===== config.mk =====
export PLATFORM = sky130hd
export DESIGN_NAME = dam_display_addr_mux
export DESIGN_NICKNAME = d
export VERILOG_FILES = /design/src/hdl/dam_pkg.sv /design/src/hdl/dam_display_addr_mux.sv
export SDC_FILE = /design/constraint.sdc
export NUM_CORES = 1
export LEC_CHECK = 0
export ABC_CLOCK_PERIOD_IN_PS = 3200
export BUFFER_PORTS_ARGS = -buffer_cell sky130_fd_sc_hd__buf_2
export CAP_MARGIN = 20
export CORE_AREA = 5 5 66 68
export DETAILED_ROUTE_END_ITERATION = 16
export DIE_AREA = 0 0 71 73
export GPL_ROUTABILITY_DRIVEN = 1
export PLACE_DENSITY = 0.66
export SLEW_MARGIN = 40
export SYNTH_ARGS = -nofsm -noshare
export SYNTH_HDL_FRONTEND = slang
export SYNTH_SLANG_ARGS = --single-unit
export TNS_END_PERCENT = 10

===== constraint.sdc =====
create_clock -name clk_sys -period 3.2 [get_ports clk_sys]
set_input_delay 0.32 -clock clk_sys [delete_from_list [all_inputs] [get_ports clk_sys]]
set_output_delay 0.32 -clock clk_sys [all_outputs]
set_load 0.01 [all_outputs]

===== src/hdl/dam_pkg.sv =====
// Package with modes, control-word layout and timing constants for the display address mux.
package dam_pkg;

  // ----------------------------------------------------------------------
  // Buffer modes
  // ----------------------------------------------------------------------
  typedef enum logic [1:0] {
    DAM_MODE_INDEP,
    DAM_MODE_TRANSP,
    DAM_MODE_SHARED,
    DAM_MODE_ROWBUF
  } dam_mode_t;

  // ----------------------------------------------------------------------
  // Address widths and control bit positions
  // ----------------------------------------------------------------------
  localparam int ADDR_W        = 14;
  localparam int BIT_GRAPHICS  = 0;
  localparam int BIT_EXT14     = 1;
  localparam int BIT_EXT15     = 2;
  localparam int BIT_FINAL_ROW = 3;
  localparam int BIT_LINE_LO   = 4;
  localparam int BIT_FIRST     = 8;
  localparam int BIT_WIDE      = 9;
  localparam int BIT_UNDERLINE = 10;
  localparam int BIT_BLINK     = 11;
  localparam int BIT_ODD       = 12;
  localparam int BIT_LAST      = 13;

  // ----------------------------------------------------------------------
  // Reset values and timing counts
  // ----------------------------------------------------------------------
  localparam logic [13:0] ADDR_RESET   = 14'h0000;
  localparam logic [5:0]  BLINK_DIV    = 6'h10;
  localparam logic [5:0]  BLINK_RESET  = 6'h00;
  localparam int          GRANT_DELAY  = 1;

  // ----------------------------------------------------------------------
  // Per-row control information from the timing logic
  // ----------------------------------------------------------------------
  typedef struct packed {
    logic       graphics_flag;
    logic [1:0] ext_addr;
    logic       final_row_flag;
    logic [3:0] scanline_num;
    logic [3:0] underline_pos;
    logic       wide_row_flag;
    logic       interlace;
    logic       odd_field;
    logic [3:0] last_line;
  } dam_row_ctl_t;

endpackage


===== src/hdl/dam_display_addr_mux.sv =====
// Display address multiplexer and third handshake output of the video controller.
//
// Summary of operation
// RL1: Independent mode drives handshake_out_c as active-low memory chip select.
// RL2: Transparent and shared modes drive handshake_out_c as active-low bus grant.
// RL3: Row buffer mode drives handshake_out_c high while row DMA is set up.
// RL4: Fourteen address lines; two extra high bits extend range to 64k.
// RL5: Address outputs float during intervals chosen by buffer mode.
// RL6: Row control fields are valid at falling edge of blanking.
// RL7: Address line 0 carries graphics mode flag in control phase.
// RL8: Address lines 1 and 2 carry address bits 14 and 15.
// RL9: Address line 3 marks the last active character row.
// RL10: Address lines 4 to 7 carry the scan line number.
// RL11: Address line 8 marks blanking before first scan line of row.
// RL12: Address line 9 marks a double width character row.
// RL13: Address line 10 marks blanking before the programmed underline line.
// RL14: Address line 11 carries blink signal divided from vertical sync.
// RL15: With interlace, address line 12 marks odd field lines.
// RL16: Address line 13 marks blanking before last scan line of row.
// RL17: CPU drives its request low to access display memory.
// RL18: Blanking output high during borders; its fall is the sample point.
// RL19: Grant only after address outputs float; release when request withdrawn.
`timescale 1ns/1ps

module dam_display_addr_mux (
  input  wire logic                  clk_sys,
  input  wire logic                  reset_n,
  input  wire logic                  clk_en,
  input  wire dam_pkg::dam_mode_t    buffer_mode,
  input  wire logic                  border_active,
  input  wire logic                  vsync_pulse,
  input  wire logic [13:0]           char_addr,
  input  wire logic                  char_addr_valid,
  input  wire dam_pkg::dam_row_ctl_t row_ctl,
  input  wire logic                  cpu_bus_req_n,
  input  wire logic                  mem_access,
  input  wire logic                  row_dma_setup,
  output logic                       blank_out,
  output logic [13:0]                disp_addr,
  output logic                       disp_addr_oe_n,
  output logic                       handshake_out_c
);

  // ----------------------------------------------------------------------
  // Helper functions
  // ----------------------------------------------------------------------
  function automatic logic is_cpu_mode(input dam_pkg::dam_mode_t m);
    is_cpu_mode = (m == dam_pkg::DAM_MODE_TRANSP) || (m == dam_pkg::DAM_MODE_SHARED);
  endfunction

  function automatic logic [13:0] ctl_word(input dam_pkg::dam_row_ctl_t c,
                                           input logic                  blink);
    logic [13:0] w;
    logic [3:0]  ln;
    w  = '0;
    ln = c.scanline_num;
    w[dam_pkg::BIT_GRAPHICS]                       = c.graphics_flag;
    w[dam_pkg::BIT_EXT14]                          = c.ext_addr[0];
    w[dam_pkg::BIT_EXT15]                          = c.ext_addr[1];
    w[dam_pkg::BIT_FINAL_ROW]                      = c.final_row_flag;
    w[dam_pkg::BIT_LINE_LO +: 4]                   = ln;
    w[dam_pkg::BIT_FIRST]                          = (ln == 4'h0);
    w[dam_pkg::BIT_WIDE]                           = c.wide_row_flag;
    w[dam_pkg::BIT_UNDERLINE]                      = (ln == c.underline_pos);
    w[dam_pkg::BIT_BLINK]                          = blink;
    w[dam_pkg::BIT_ODD]                            = c.interlace & c.odd_field;
    w[dam_pkg::BIT_LAST]                           = (ln == c.last_line);
    ctl_word = w;
  endfunction

  // ----------------------------------------------------------------------
  // State
  // ----------------------------------------------------------------------
  typedef enum logic [1:0] {
    DAM_BUS_OWN,
    DAM_BUS_FLOAT,
    DAM_BUS_GRANT
  } dam_bus_t;

  dam_bus_t    bus_state;
  dam_bus_t    next_bus_state;
  logic [5:0]  blink_cnt;
  logic [5:0]  next_blink_cnt;
  logic        blink;
  logic        next_blink;
  logic        vsync_prev;
  logic        next_vsync_prev;
  logic [13:0] next_disp_addr;
  logic        next_disp_addr_oe_n;
  logic        next_blank_out;
  logic        next_handshake_out_c;

  // ----------------------------------------------------------------------
  // Next-value logic
  // ----------------------------------------------------------------------
  always_comb begin
    next_bus_state  = bus_state;
    next_blink_cnt  = blink_cnt;
    next_blink      = blink;
    next_vsync_prev = vsync_pulse;
    // Blink toggles after a fixed number of vertical syncs.
    if (vsync_pulse && !vsync_prev) begin // RL14
      if (blink_cnt == dam_pkg::BLINK_DIV - 6'h01) begin
        next_blink_cnt = dam_pkg::BLINK_RESET;
        next_blink     = ~blink;
      end else begin
        next_blink_cnt = blink_cnt + 6'h01;
      end
    end
    // Bus ownership follows the CPU request in the shared-memory modes.
    case (bus_state)
      DAM_BUS_OWN: begin
        if (is_cpu_mode(buffer_mode) && !cpu_bus_req_n) begin // RL17
          next_bus_state = DAM_BUS_FLOAT;
        end
      end
      DAM_BUS_FLOAT: begin
        if (cpu_bus_req_n || !is_cpu_mode(buffer_mode)) begin
          next_bus_state = DAM_BUS_OWN;
        end else begin
          next_bus_state = DAM_BUS_GRANT; // RL19
        end
      end
      DAM_BUS_GRANT: begin
        if (cpu_bus_req_n || !is_cpu_mode(buffer_mode)) begin
          next_bus_state = DAM_BUS_OWN; // RL19
        end
      end
      default: next_bus_state = DAM_BUS_OWN;
    endcase

    next_blank_out = border_active; // RL18
    // Control word during borders, character address otherwise.
    if (border_active) begin
      next_disp_addr = ctl_word(row_ctl, blink); // RL6 RL7 RL8 RL9 RL10 RL11 RL12 RL13 RL15 RL16
    end else begin
      next_disp_addr = char_addr; // RL4
    end
    // Float while the CPU owns the bus or when no address is due.
    next_disp_addr_oe_n = 1'b0;
    if (next_bus_state != DAM_BUS_OWN || (!border_active && !char_addr_valid)) begin
      next_disp_addr_oe_n = 1'b1; // RL5
    end

    case (buffer_mode)
      dam_pkg::DAM_MODE_INDEP:  next_handshake_out_c = ~mem_access; // RL1
      dam_pkg::DAM_MODE_ROWBUF: next_handshake_out_c = row_dma_setup; // RL3
      default:                  next_handshake_out_c = ~(next_bus_state == DAM_BUS_GRANT); // RL2
    endcase
  end

  // ----------------------------------------------------------------------
  // Registers
  // ----------------------------------------------------------------------
  always_ff @(posedge clk_sys or negedge reset_n) begin
    if (!reset_n) begin
      bus_state       <= DAM_BUS_OWN;
      blink_cnt       <= dam_pkg::BLINK_RESET;
      blink           <= 1'b0;
      vsync_prev      <= 1'b0;
      disp_addr       <= dam_pkg::ADDR_RESET;
      disp_addr_oe_n  <= 1'b1;
      blank_out       <= 1'b1;
      handshake_out_c <= 1'b1;
    end else if (clk_en) begin
      bus_state       <= next_bus_state;
      blink_cnt       <= next_blink_cnt;
      blink           <= next_blink;
      vsync_prev      <= next_vsync_prev;
      disp_addr       <= next_disp_addr;
      disp_addr_oe_n  <= next_disp_addr_oe_n;
      blank_out       <= next_blank_out;
      handshake_out_c <= next_handshake_out_c;
    end
  end

  // ----------------------------------------------------------------------
  // Assertions
  // ----------------------------------------------------------------------
  a_grant_after_float: assert property (@(posedge clk_sys) disable iff (!reset_n) // RL19
    ($past(clk_en) && is_cpu_mode($past(buffer_mode)) && !handshake_out_c) |-> disp_addr_oe_n)
    else $error("Bus grant given while address outputs driven.");

  a_grant_released: assert property (@(posedge clk_sys) disable iff (!reset_n) // RL2
    (clk_en && is_cpu_mode(buffer_mode) && cpu_bus_req_n && $stable(buffer_mode))
      |=> handshake_out_c)
    else $error("Bus grant held after request withdrawn.");

  a_grant_given: assert property (@(posedge clk_sys) disable iff (!reset_n) // RL2
    (clk_en && is_cpu_mode(buffer_mode) && !cpu_bus_req_n)[*3] |-> !handshake_out_c)
    else $error("Bus grant not given to steady request.");

  a_chip_select: assert property (@(posedge clk_sys) disable iff (!reset_n) // RL1
    (clk_en && buffer_mode == dam_pkg::DAM_MODE_INDEP) |=> handshake_out_c == !$past(mem_access))
    else $error("Chip select does not follow memory access.");

  a_row_dma: assert property (@(posedge clk_sys) disable iff (!reset_n) // RL3
    (clk_en && buffer_mode == dam_pkg::DAM_MODE_ROWBUF) |=> handshake_out_c == $past(row_dma_setup))
    else $error("Row DMA control does not follow setup.");

  a_blank_follow: assert property (@(posedge clk_sys) disable iff (!reset_n) // RL18
    clk_en |=> blank_out == $past(border_active))
    else $error("Blanking output does not follow border.");

  a_line_field: assert property (@(posedge clk_sys) disable iff (!reset_n) // RL10
    (clk_en && border_active) |=> disp_addr[7:4] == $past(row_ctl.scanline_num))
    else $error("Scan line number missing from control word.");

  a_first_line: assert property (@(posedge clk_sys) disable iff (!reset_n) // RL11
    (clk_en && border_active) |=> disp_addr[8] == ($past(row_ctl.scanline_num) == 4'h0))
    else $error("First line flag wrong.");

  a_odd_field: assert property (@(posedge clk_sys) disable iff (!reset_n) // RL15
    (clk_en && border_active && !row_ctl.interlace) |=> !disp_addr[12])
    else $error("Odd field flag set without interlace.");

  a_char_addr: assert property (@(posedge clk_sys) disable iff (!reset_n) // RL4
    (clk_en && !border_active) |=> disp_addr == $past(char_addr))
    else $error("Character address not passed through.");

  // ----------------------------------------------------------------------
  // Control word assertions
  // ----------------------------------------------------------------------
  a_graphics_bit: assert property (@(posedge clk_sys) disable iff (!reset_n) // RL7
    (clk_en && border_active) |=> disp_addr[0] == $past(row_ctl.graphics_flag))
    else $error("Graphics flag missing from control word.");

  a_ext_bits: assert property (@(posedge clk_sys) disable iff (!reset_n) // RL8
    (clk_en && border_active) |=> disp_addr[2:1] == $past(row_ctl.ext_addr))
    else $error("Extended address bits missing from control word.");

  a_final_row: assert property (@(posedge clk_sys) disable iff (!reset_n) // RL9
    (clk_en && border_active) |=> disp_addr[3] == $past(row_ctl.final_row_flag))
    else $error("Final row flag missing from control word.");

  a_wide_row: assert property (@(posedge clk_sys) disable iff (!reset_n) // RL12
    (clk_en && border_active) |=> disp_addr[9] == $past(row_ctl.wide_row_flag))
    else $error("Double width flag missing from control word.");

  a_underline_bit: assert property (@(posedge clk_sys) disable iff (!reset_n) // RL13
    (clk_en && border_active) |=> disp_addr[10] ==
      ($past(row_ctl.scanline_num) == $past(row_ctl.underline_pos)))
    else $error("Underline flag wrong.");

  a_blink_bit: assert property (@(posedge clk_sys) disable iff (!reset_n) // RL14
    (clk_en && border_active) |=> disp_addr[11] == $past(blink))
    else $error("Blink signal missing from control word.");

  a_odd_set: assert property (@(posedge clk_sys) disable iff (!reset_n) // RL15
    (clk_en && border_active && row_ctl.interlace && row_ctl.odd_field) |=> disp_addr[12])
    else $error("Odd field flag missing with interlace.");

  a_last_line: assert property (@(posedge clk_sys) disable iff (!reset_n) // RL16
    (clk_en && border_active) |=> disp_addr[13] ==
      ($past(row_ctl.scanline_num) == $past(row_ctl.last_line)))
    else $error("Last line flag wrong.");

  // ----------------------------------------------------------------------
  // Address drive and bus ownership assertions
  // ----------------------------------------------------------------------
  a_float_owned: assert property (@(posedge clk_sys) disable iff (!reset_n) // RL5
    (bus_state != DAM_BUS_OWN) |-> disp_addr_oe_n)
    else $error("Address outputs driven while bus given away.");

  a_float_idle: assert property (@(posedge clk_sys) disable iff (!reset_n) // RL5
    (clk_en && !border_active && !char_addr_valid) |=> disp_addr_oe_n)
    else $error("Address outputs driven with no address due.");

  a_drive_border: assert property (@(posedge clk_sys) disable iff (!reset_n) // RL5
    (clk_en && border_active && bus_state == DAM_BUS_OWN
      && !(is_cpu_mode(buffer_mode) && !cpu_bus_req_n)) |=> !disp_addr_oe_n)
    else $error("Address outputs not driven during border.");

  a_drive_char: assert property (@(posedge clk_sys) disable iff (!reset_n) // RL4
    (clk_en && !border_active && char_addr_valid && bus_state == DAM_BUS_OWN
      && !(is_cpu_mode(buffer_mode) && !cpu_bus_req_n)) |=> !disp_addr_oe_n)
    else $error("Address outputs not driven for a valid address.");

  a_grant_float: assert property (@(posedge clk_sys) disable iff (!reset_n) // RL19
    ($fell(handshake_out_c) && is_cpu_mode($past(buffer_mode))) |-> $past(disp_addr_oe_n))
    else $error("Bus grant given before address outputs floated.");

  a_release_own: assert property (@(posedge clk_sys) disable iff (!reset_n) // RL19
    (clk_en && is_cpu_mode(buffer_mode) && cpu_bus_req_n) |=> bus_state == DAM_BUS_OWN)
    else $error("Bus not taken back after request withdrawn.");

  a_own_other: assert property (@(posedge clk_sys) disable iff (!reset_n) // RL2
    (clk_en && !is_cpu_mode(buffer_mode)) |=> bus_state == DAM_BUS_OWN)
    else $error("Bus given away outside the shared-memory modes.");

  a_float_first: assert property (@(posedge clk_sys) disable iff (!reset_n) // RL19
    (clk_en && bus_state == DAM_BUS_OWN && is_cpu_mode(buffer_mode) && !cpu_bus_req_n)
      |=> (bus_state == DAM_BUS_FLOAT) && handshake_out_c && disp_addr_oe_n)
    else $error("Request not answered by floating the address outputs.");

  a_grant_step: assert property (@(posedge clk_sys) disable iff (!reset_n) // RL2
    (clk_en && bus_state == DAM_BUS_FLOAT && is_cpu_mode(buffer_mode) && !cpu_bus_req_n)
      |=> (bus_state == DAM_BUS_GRANT) && !handshake_out_c)
    else $error("Bus grant not given after float.");

  a_float_release: assert property (@(posedge clk_sys) disable iff (!reset_n) // RL19
    (clk_en && bus_state == DAM_BUS_FLOAT && cpu_bus_req_n)
      |=> (bus_state == DAM_BUS_OWN) && handshake_out_c)
    else $error("Withdrawn request still floats the bus.");

  a_grant_held: assert property (@(posedge clk_sys) disable iff (!reset_n) // RL2
    (clk_en && bus_state == DAM_BUS_GRANT && is_cpu_mode(buffer_mode) && !cpu_bus_req_n)
      |=> (bus_state == DAM_BUS_GRANT) && !handshake_out_c && disp_addr_oe_n)
    else $error("Bus grant dropped while request held.");

  a_state_legal: assert property (@(posedge clk_sys) disable iff (!reset_n) // RL19
    bus_state inside {DAM_BUS_OWN, DAM_BUS_FLOAT, DAM_BUS_GRANT})
    else $error("Bus ownership state out of range.");

  // ----------------------------------------------------------------------
  // Blanking, blink and clock enable assertions
  // ----------------------------------------------------------------------
  a_blank_rise: assert property (@(posedge clk_sys) disable iff (!reset_n) // RL18
    $rose(blank_out) |-> $past(border_active))
    else $error("Blanking rose outside a border.");

  a_blank_fall: assert property (@(posedge clk_sys) disable iff (!reset_n) // RL18
    $fell(blank_out) |-> !$past(border_active))
    else $error("Blanking fell inside a border.");

  a_blink_toggle: assert property (@(posedge clk_sys) disable iff (!reset_n) // RL14
    (clk_en && vsync_pulse && !vsync_prev && blink_cnt == dam_pkg::BLINK_DIV - 6'h01)
      |=> (blink != $past(blink)) && (blink_cnt == dam_pkg::BLINK_RESET))
    else $error("Blink did not toggle at end of count.");

  a_blink_hold: assert property (@(posedge clk_sys) disable iff (!reset_n) // RL14
    (clk_en && !(vsync_pulse && !vsync_prev)) |=> $stable(blink) && $stable(blink_cnt))
    else $error("Blink divider moved without a vertical sync.");

  a_blink_count: assert property (@(posedge clk_sys) disable iff (!reset_n) // RL14
    (clk_en && vsync_pulse && !vsync_prev && blink_cnt != dam_pkg::BLINK_DIV - 6'h01)
      |=> (blink_cnt == $past(blink_cnt) + 6'h01) && $stable(blink))
    else $error("Blink divider did not count a vertical sync.");

  a_blink_range: assert property (@(posedge clk_sys) disable iff (!reset_n) // RL14
    blink_cnt < dam_pkg::BLINK_DIV)
    else $error("Blink divider out of range.");

  a_vsync_track: assert property (@(posedge clk_sys) disable iff (!reset_n) // RL14
    clk_en |=> vsync_prev == $past(vsync_pulse))
    else $error("Vertical sync edge detector out of step.");

  a_freeze_outputs: assert property (@(posedge clk_sys) disable iff (!reset_n)
    !clk_en |=> $stable(disp_addr) && $stable(blank_out) && $stable(disp_addr_oe_n)
      && $stable(handshake_out_c))
    else $error("Outputs changed while clock enable low.");

  a_freeze_state: assert property (@(posedge clk_sys) disable iff (!reset_n)
    !clk_en |=> $stable(bus_state) && $stable(blink_cnt) && $stable(blink))
    else $error("State changed while clock enable low.");

endmodule


==> insert_results.sql, run 1 <==
INSERT INTO impl_metrics (metric_group, metric, value, unit) VALUES
('logic_synthesis', 'synth_area', '1400', 'µm²'),
('sta', 'setup_failing_eps_final', '0', ''),
('cts', 'cts.repair_timing.setup_buffer_count', '0', ''),
('cts', 'clkLatencyLatePin', '0.26', 'ns'),
('sta', 'fin_worst_skew', '0.00169', 'ns'),
('cts', 'clockRootBuffer', 'sky130_fd_sc_hd__clkbuf_8', ''),
('sta', 'timing_max_transition_violations_final', '0', ''),
('setup_path', 'worstSetupEndpointType', 'flop', ''),
('detailed_routing', 'drt_pre_antenna_iters', '4', ''),
('detailed_routing', 'route.top_layer_used', 'met4', ''),
('detailed_routing', 'met3_wirelength', '213', 'µm'),
('cts', 'clk_pin_slew_worst_paths', '0.08', 'ns'),
('setup_path', 'setup_cp_type', 'primary input to flop', ''),
('setup_path', 'worst_r2r_startpoint', 'vsync_prev', ''),
('setup_path', 'critPathBufInv', '1', ''),
('sta', 'tightestPinTransition', '0.578', 'ns'),
('setup_path', 'worst_r2r_endpoint', 'blink_cnt[4]', ''),
('place', 'port_buffers', '60', ''),
('run_status', 'run_status', 'complete, no violations', ''),
('cts', 'htree_levels', '1', ''),
('floorplanning', 'die_y', '73', 'µm'),
('sta', 'setup_repair_after_global_routing_missed_its_margin', 'no', ''),
('sta', 'timing.hold.ws', '0.0452', 'ns'),
('detailed_routing', 'route.met2.wl', '1.41', 'mm'),
('setup_path', 'setup.worst_path.start_class', 'primary input', ''),
('sta', 'maxSlewHeadroom', '61.4', '%'),
('power_and_ir_drop', 'power.share.sequential', '54.4', '%'),
('detailed_routing', 'avgViaCountPerCell', '4.71', ''),
('place', 'finalWeightedCongestion', '0.719', ''),
('grt', 'globalRoute.totalOverflow', '0', ''),
('final_layout', 'final_standard_cell_utilization_of_the_core', '46.4', '%'),
('grt', 'first_global_vias', '1113', ''),
('logic_synthesis', 'yosys_warnings', '0', ''),
('setup_path', 'worst-r2r-setup-slack', '1.93', 'ns'),
('cts', 'clkSinkCount', '27', ''),
('cts', 'clockBufferDepth', '2', ''),
('setup_path', 'path_max_fanout', '35', ''),
('power_and_ir_drop', 'cellPowerDensity', '449', 'nW/µm²'),
('floorplanning', 'floorplan.core_area', '3800', 'µm²'),
('cts', 'tritoncts', 'yes', ''),
('sta', 'max_freq', '695', 'MHz'),
('cts', 'cts-hold-fix-buffers', '0', ''),
('grt', 'grt_pass1_wl', '4.82', 'mm'),
('power_and_ir_drop', 'switching_component_of_the_power', '222', 'µW'),
('floorplanning', 'die_width', '71', 'µm'),
('final_layout', 'area.growth.synth_to_final', '26.3', '%'),
('logic_synthesis', 'ys_seq_elements', '27', ''),
('sta', 'timing.final.crit_share', '45.0', '%'),
('final_layout', 'post_layout_nonfiller_instances', '243', ''),
('final_layout', 'antenna_diode_instance_count', '0', ''),
('setup_path', 'worst-r2r-cell-count', '3', ''),
('setup_path', 'worstPathRequired', '3.35', 'ns'),
('final_layout', 'drive_above_1_share', '35.8', '%'),
('floorplanning', 'pin_count', '61', ''),
('worst_hold_path', 'worst_hold_path_type', 'primary input to asynchronous set/reset pin', ''),
('final_layout', 'fill_cells', '395', ''),
('grt', 'initial_antenna_violation_count', '0', ''),
('setup_path', 'timing.critical_path.slowest_cell_delay', '0.45', 'ns'),
('flow_run', 'maxCapViolCount', '0', ''),
('logic_synthesis', 'post_synth_num_cell_types', '35', ''),
('setup_path', 'setup.worst_path.start', 'clk_en', ''),
('final_layout', 'finalNetCount', '241', ''),
('power_and_ir_drop', 'static-leakage-power', '0.000899', 'µW'),
('sta', 'timing_hold_violations_final', '0', ''),
('sta', 'post-route-min-period', '1.44', 'ns'),
('detailed_routing', 'final_antenna_net_count', '0', ''),
('grt', 'grt_start_max_net_pins', '36', ''),
('detailed_routing', 'drt-wirelength-per-cell', '11.9', 'µm'),
('logic_synthesis', 'synth_sequential_area_ratio', '48.7', '%'),
('power_and_ir_drop', 'power.internal', '569', 'µW'),
('floorplanning', 'dieArea', '5180', 'µm²');
==> kinds of logic (layout without fill, tap and decap cells) <==
family / count (synthesis) / count (layout) / synth area share (%)
simple gates: 38 / 38 / 14.0
compound gates: 30 / 30 / 12.7
flops: 27 / 27 / 48.7
mux: 13 / 13 / 9.78
buf+inv: 13 / 70 / 4.57
fa+ha+maj: 3 / 3 / 2.69
xor+xnor: 12 / 12 / 7.53
==> synthesized netlist by cell type <==
master                     count  area share [%]
sky130_fd_sc_hd__dfrtp_1      24              43
sky130_fd_sc_hd__a21oi_1      13             4.7
sky130_fd_sc_hd__nor2_1       13             3.5
sky130_fd_sc_hd__mux2i_1      11             7.9
sky130_fd_sc_hd__xnor2_1       9             5.7
sky130_fd_sc_hd__nand2_1       6             1.6
sky130_fd_sc_hd__inv_1         5             1.3
sky130_fd_sc_hd__a31oi_1       4             1.8
sky130_fd_sc_hd__nor3_1        4             1.4
sky130_fd_sc_hd__o21ai_0       4             1.4
sky130_fd_sc_hd__buf_2         3             1.1
sky130_fd_sc_hd__buf_4         3             1.6
sky130_fd_sc_hd__dfstp_2       3             5.7
sky130_fd_sc_hd__ha_1          3             2.7
sky130_fd_sc_hd__nand3_1       3             1.1
sky130_fd_sc_hd__nor2b_1       3             1.3
sky130_fd_sc_hd__o31ai_1       3             1.6
sky130_fd_sc_hd__xor2_1        3             1.9
sky130_fd_sc_hd__a21o_1        2             1.1
sky130_fd_sc_hd__nand3b_1      2             1.1
sky130_fd_sc_hd__a211o_1       1            0.63
sky130_fd_sc_hd__a221oi_1      1            0.63
sky130_fd_sc_hd__and3_1        1            0.45
sky130_fd_sc_hd__and3b_1       1            0.63
sky130_fd_sc_hd__clkbuf_1      1            0.27
sky130_fd_sc_hd__inv_2         1            0.27
sky130_fd_sc_hd__mux2_1        1            0.81
sky130_fd_sc_hd__mux2_4        1             1.1
sky130_fd_sc_hd__nand2b_1      1            0.45
sky130_fd_sc_hd__nand4_1       1            0.45
sky130_fd_sc_hd__nand4_2       1            0.90
sky130_fd_sc_hd__nand4b_1      1            0.63
sky130_fd_sc_hd__nor4_1        1            0.45
sky130_fd_sc_hd__o21ai_1       1            0.36
sky130_fd_sc_hd__o21bai_1      1            0.54
==> sequential cells by signal (all words and copies together) (netlist names) <==
| name | flops |
|---|---|
| handshake_out_c | 1 |
| bus_state | 2 |
| disp_addr_oe_n | 1 |
| blink_cnt | 6 |
| vsync_prev | 1 |
| disp_addr | 14 |
| blink | 1 |
| blank_out | 1 |
==> metal layers <==
metal	global-route usage, %	up-vias
met3	4.27	6
met4	2.92	0
li1	-	587
met2	19.6	36
met5	0	-
met1	14.1	516
==> cells in the final DEF (no fill, tap or decap), types with 4 or more instances in the layout <==
cell type,Yosys,final
sky130_fd_sc_hd__a21oi_1,13,13
sky130_fd_sc_hd__a31oi_1,4,4
sky130_fd_sc_hd__buf_2,3,60
sky130_fd_sc_hd__dfrtp_1,24,24
sky130_fd_sc_hd__inv_1,5,5
sky130_fd_sc_hd__mux2i_1,11,11
sky130_fd_sc_hd__nand2_1,6,6
sky130_fd_sc_hd__nor2_1,13,13
sky130_fd_sc_hd__nor3_1,4,4
sky130_fd_sc_hd__o21ai_0,4,4
sky130_fd_sc_hd__xnor2_1,9,9
==> worst max-delay path by stage <==
stage / end / slack [ns] / depth (start not counted)
global placement: blink_cnt[4] / 1.49 / 4
finish: blink_cnt[4] / 1.76 / 4
floorplan: blink_cnt[4] / 1.94 / 5
global route: blink_cnt[4] / 1.67 / 4
CTS: blink_cnt[4] / 1.77 / 4
detailed placement: blink_cnt[4] / 1.48 / 4
==> area by class of cell <==
class                           instances  area (µm²)  area share, %
Sequential cell                        27         679           38.6
Multi-Input combinational cell         96         652           37.0
Timing Repair Buffer                   60         300           17.0
Clock buffer                            4        45.0           2.56
Inverter                                6        22.5           1.28
Tap cell                               50        62.6           3.55
==> stage by stage <==
step	total power [µW]	worst slack [ns]	cell area, µm²
2_1_floorplan	542	1.94	1400
3_3_place_gp	617	1.49	1720
3_5_place_dp	620	1.48	1720
4_1_cts	807	1.77	1760
5_1_grt	855	1.67	1760
6_report	792	1.76	1760
==> power groups by stage <==
stage	sequential (µW)	combinational (µW)	clock, µW
detailed placement	436	184	0
floorplan	443	98.9	0
global placement	437	180	0
CTS	431	183	193
finish	431	179	182
global route	438	205	212
No activity file was read; power rests on OpenSTA's default activity.
==> run 2, diff against run 1 <==
--- a/config.mk
+++ b/config.mk
@@ -5,12 +5,13 @@
 export SDC_FILE = /design/constraint.sdc
 export NUM_CORES = 1
 export LEC_CHECK = 0
-export ABC_CLOCK_PERIOD_IN_PS = 3200
+export ABC_AREA = 1
+export ABC_CLOCK_PERIOD_IN_PS = 1350
 export BUFFER_PORTS_ARGS = -buffer_cell sky130_fd_sc_hd__buf_2
 export CAP_MARGIN = 20
-export CORE_AREA = 5 5 66 68
+export CORE_AREA = 5 5 67 69
 export DETAILED_ROUTE_END_ITERATION = 16
-export DIE_AREA = 0 0 71 73
+export DIE_AREA = 0 0 72 74
 export GPL_ROUTABILITY_DRIVEN = 1
 export PLACE_DENSITY = 0.66
 export SLEW_MARGIN = 40
==> constraint.sdc (replaced) <==
create_clock -name clk_sys -period 1.35 [get_ports clk_sys]
set_input_delay 0.135 -clock clk_sys [delete_from_list [all_inputs] [get_ports clk_sys]]
set_output_delay 0.135 -clock clk_sys [all_outputs]
set_load 0.01 [all_outputs]
==> insert_results.sql, run 2 <==
INSERT INTO impl_metrics (metric_group, metric, value, unit) VALUES
('run_status', 'run_status', 'complete, no violations', ''),
('detailed_routing', 'final_antenna_net_count', '0', ''),
('setup_path', 'worstSetupEndpointType', 'flop', ''),
('logic_synthesis', 'synth_area', '1460', 'µm²'),
('final_layout', 'final_cell_mix', '78 x sky130_fd_sc_hd__nand2_1, 60 x sky130_fd_sc_hd__buf_2, 24 x sky130_fd_sc_hd__dfrtp_1, 23 x sky130_fd_sc_hd__inv_1, 20 x sky130_fd_sc_hd__nor2_1', ''),
('logic_synthesis', 'synth_edf_count', '0', ''),
('logic_synthesis', 'yosys_top_cell_area_share', '41.1', '%'),
('floorplanning', 'pin_count', '61', ''),
('power_and_ir_drop', 'cellPowerDensity', '1030', 'nW/µm²'),
('sta', 'post-route-min-period', '1.20', 'ns'),
('detailed_routing', 'remaining_drc_errors', '0', ''),
('power_and_ir_drop', 'vdd_drop_max', '0.443', 'mV'),
('grt', 'grt_start_max_net_pins', '28', ''),
('sta', 'tightestPinTransition', '0.597', 'ns'),
('logic_synthesis', 'synth_most_common_cell', 'sky130_fd_sc_hd__nand2_1', ''),
('cts', 'ctsResizeCount', '0', ''),
('sta', 'setup-tns-final', '0', 'ns'),
('final_layout', 'reg.largest.list', 'disp_addr (14), blink_cnt (6), bus_state (2)', ''),
('cts', 'clockRootBuffer', 'sky130_fd_sc_hd__clkbuf_8', ''),
('logic_synthesis', 'synth.cells.most_frequent', '78 x sky130_fd_sc_hd__nand2_1, 24 x sky130_fd_sc_hd__dfrtp_1, 23 x sky130_fd_sc_hd__inv_1, 20 x sky130_fd_sc_hd__nor2_1, 17 x sky130_fd_sc_hd__nand3_1', ''),
('worst_hold_path', 'worst_hold_path_type', 'primary input to flop', ''),
('flow_run', 'maxCapViolCount', '0', ''),
('floorplanning', 'die_y', '74', 'µm'),
('final_layout', 'area.growth.synth_to_final', '27.0', '%'),
('logic_synthesis', 'synth_ff_type', 'sky130_fd_sc_hd__dfrtp_1', ''),
('detailed_routing', 'route.final.wire_length', '3.37', 'mm'),
('grt', 'grtUsageTotal', '13.9', '%'),
('logic_synthesis', 'synth_largest_area_cell', 'sky130_fd_sc_hd__dfrtp_1', ''),
('setup_path', 'critPathMostFrequentCell', 'sky130_fd_sc_hd__nand2_1', ''),
('detailed_routing', 'wl_met1', '1.54', 'mm'),
('cts', 'clockBufferDepth', '2', ''),
('setup_path', 'setup_cp_type', 'flop to flop', ''),
('place', 'place.detailed.hpwl', '2.66', 'mm'),
('final_layout', 'largest_register_ffs', '14', ''),
('sta', 'fin_worst_skew', '0.00262', 'ns'),
('setup_path', 'critical_path.cell_chain', 'ha_1 > nand3_1 > nor2_1 > nand2_1 > nand2_1 > nand2_1', ''),
('sta', 'max_freq', '834', 'MHz'),
('detailed_routing', 'route.top_layer_used', 'met4', ''),
('cts', 'htree_levels', '1', ''),
('logic_synthesis', 'post_synth_num_cell_types', '24', ''),
('place', 'placement.cell_area', '1800', 'µm²'),
('sta', 'timing_max_transition_violations_final', '0', ''),
('cts', 'numCtsBuffers', '3', ''),
('cts', 'clkSinkCount', '27', ''),
('setup_path', 'worst_path_dominant_cell_family', 'simple AND/OR/NAND/NOR gates', ''),
('sta', 'timing_hold_violations_final', '0', ''),
('final_layout', 'finalNetCount', '308', ''),
('detailed_routing', 'drt-wirelength-per-cell', '10.9', 'µm'),
('cts', 'clk_pin_slew_worst_paths', '0.09', 'ns'),
('logic_synthesis', 'synth.area.top_cells', 'sky130_fd_sc_hd__dfrtp_1 41%, sky130_fd_sc_hd__nand2_1 20%, sky130_fd_sc_hd__inv_1 5.9%', ''),
('place', 'port_buffers', '60', ''),
('floorplanning', 'floorplan.core_area', '3860', 'µm²'),
('setup_path', 'cpMaxStageDelayCell', 'sky130_fd_sc_hd__dfrtp_1', ''),
('grt', 'first_global_vias', '1384', ''),
('logic_synthesis', 'synth_nets', '245', ''),
('sta', 'timing.final.crit_share', '88.9', '%'),
('floorplanning', 'die_width', '72', 'µm'),
('logic_synthesis', 'ys_seq_elements', '27', ''),
('grt', 'initial_antenna_violation_count', '0', ''),
('final_layout', 'registers.top_by_ff_count', 'disp_addr', ''),
('logic_synthesis', 'yosys_warnings', '0', ''),
('detailed_routing', 'drt_pre_antenna_iters', '4', ''),
('sta', 'maxSlewHeadroom', '60.2', '%'),
('final_layout', 'drive_above_1_share', '28.5', '%'),
('setup_path', 'setup.worst_path.start_class', 'flop', ''),
('logic_synthesis', 'async_flop_share', '100', '%'),
('detailed_routing', 'route.met2.wl', '1.54', 'mm'),
('cts', 'cts.repair_timing.setup_buffer_count', '0', ''),
('logic_synthesis', 'synth_sequential_area_ratio', '46.5', '%'),
('setup_path', 'crit_arrival', '1.37', 'ns'),
('setup_path', 'timing.critical_path.slowest_cell_delay', '0.39', 'ns'),
('sta', 'setup_repair_after_global_routing_missed_its_margin', 'no', ''),
('logic_synthesis', 'synthesis.instances', '198', ''),
('sta', 'setup_failing_eps_final', '0', ''),
('setup_path', 'worstPathRequired', '1.52', 'ns'),
('power_and_ir_drop', 'static-leakage-power', '0.00105', 'µW'),
('floorplanning', 'effective_utilization_at_floorplan', '37.9', '%'),
('setup_path', 'worst-r2r-setup-slack', '0.15', 'ns'),
('detailed_routing', 'drt_first_iter_violations', '56', ''),
('final_layout', 'antenna_diode_instance_count', '0', ''),
('setup_path', 'path_max_fanout', '4', ''),
('cts', 'cts-hold-fix-buffers', '1', ''),
('cts', 'tritoncts', 'yes', ''),
('floorplanning', 'num_rows', '23', ''),
('final_layout', 'most_common_cell_after_layout_fill_and_taps_aside', 'sky130_fd_sc_hd__nand2_1', ''),
('setup_path', 'critPathBufInv', '0', ''),
('detailed_routing', 'avgViaCountPerCell', '4.49', ''),
('detailed_routing', 'num_vias', '1391', ''),
('place', 'finalWeightedCongestion', '0.809', ''),
('floorplanning', 'dieArea', '5330', 'µm²'),
('cts', 'clkLatencyLatePin', '0.27', 'ns'),
('final_layout', 'finish.instance_area', '1850', 'µm²'),
('grt', 'globalRoute.totalOverflow', '0', ''),
('grt', 'grt_pass1_wl', '5.91', 'mm'),
('logic_synthesis', 'syn_avg_cell_area', '7.37', 'µm²'),
('detailed_routing', 'met3_wirelength', '254', 'µm');
run 2: changes by cell type after synthesis, sizes merged, moves of 5 or more:
cell    previous run  this run
nand2              6        79
inv                6        26
nand3              3        18
a21oi             13         0
mux2i             11         0
nor2              13        22
xnor2              9         2
o211ai             0         5
run 2: routing by layer:
metal,vias up,track usage [%]
li1,737,-
met1,611,16.6
met2,39,24.7
met3,4,3.24
met4,0,5.01
met5,-,0
run 2: layout make-up:
type                       instances  area [µm²]
clock buffer                       4        45.0
fill                             412        2000
inverter                          26        97.6
multi-input combinational        142         659
sequential                        27         679
tap                               50        62.6
timing repair buffer              61         310
run 2: logic make-up after synthesis:
group / Yosys count / synth area share, %
compound gates: 14 / 6.17
xor+xnor: 3 / 1.80
fa+ha+maj: 3 / 2.57
buf+inv: 29 / 8.31
flops: 27 / 46.5
simple gates: 122 / 34.6
run 2: worst paths after layout:
kind / from / endpoint / depth (start not counted)
worst max-delay path: blink_cnt[0] / blink / 6
worst min-delay path: char_addr_valid / disp_addr_oe_n / 2
worst max register to register: blink_cnt[0] / blink / 6
worst min register to register: blank_out / blank_out / 2
max in group asynchronous: reset_n / bus_state[0] / 2
min in group asynchronous: reset_n / blink_cnt[0] / 2
run 2: report_power, final:
group          switching [µW]  internal [µW]  total, µW
Sequential               91.1            932       1020
Combinational             243            190        433
Clock                     244            211        455
Total                     578           1330       1910
run 2: metrics by stage:
stage	utilization (%)	hold slack (ns)	power (µW)	setup WS, ns	instances
after floorplan	-	-0.161	1270	0.245	198
after global placement	46.7	0.187	1470	0.199	305
after detailed placement	46.7	0.182	1480	0.164	305
after CTS	48.1	0.0282	1930	0.153	310
after global routing	48.1	0.0367	2040	0.00290	310
final	48.1	0.0304	1910	0.150	310
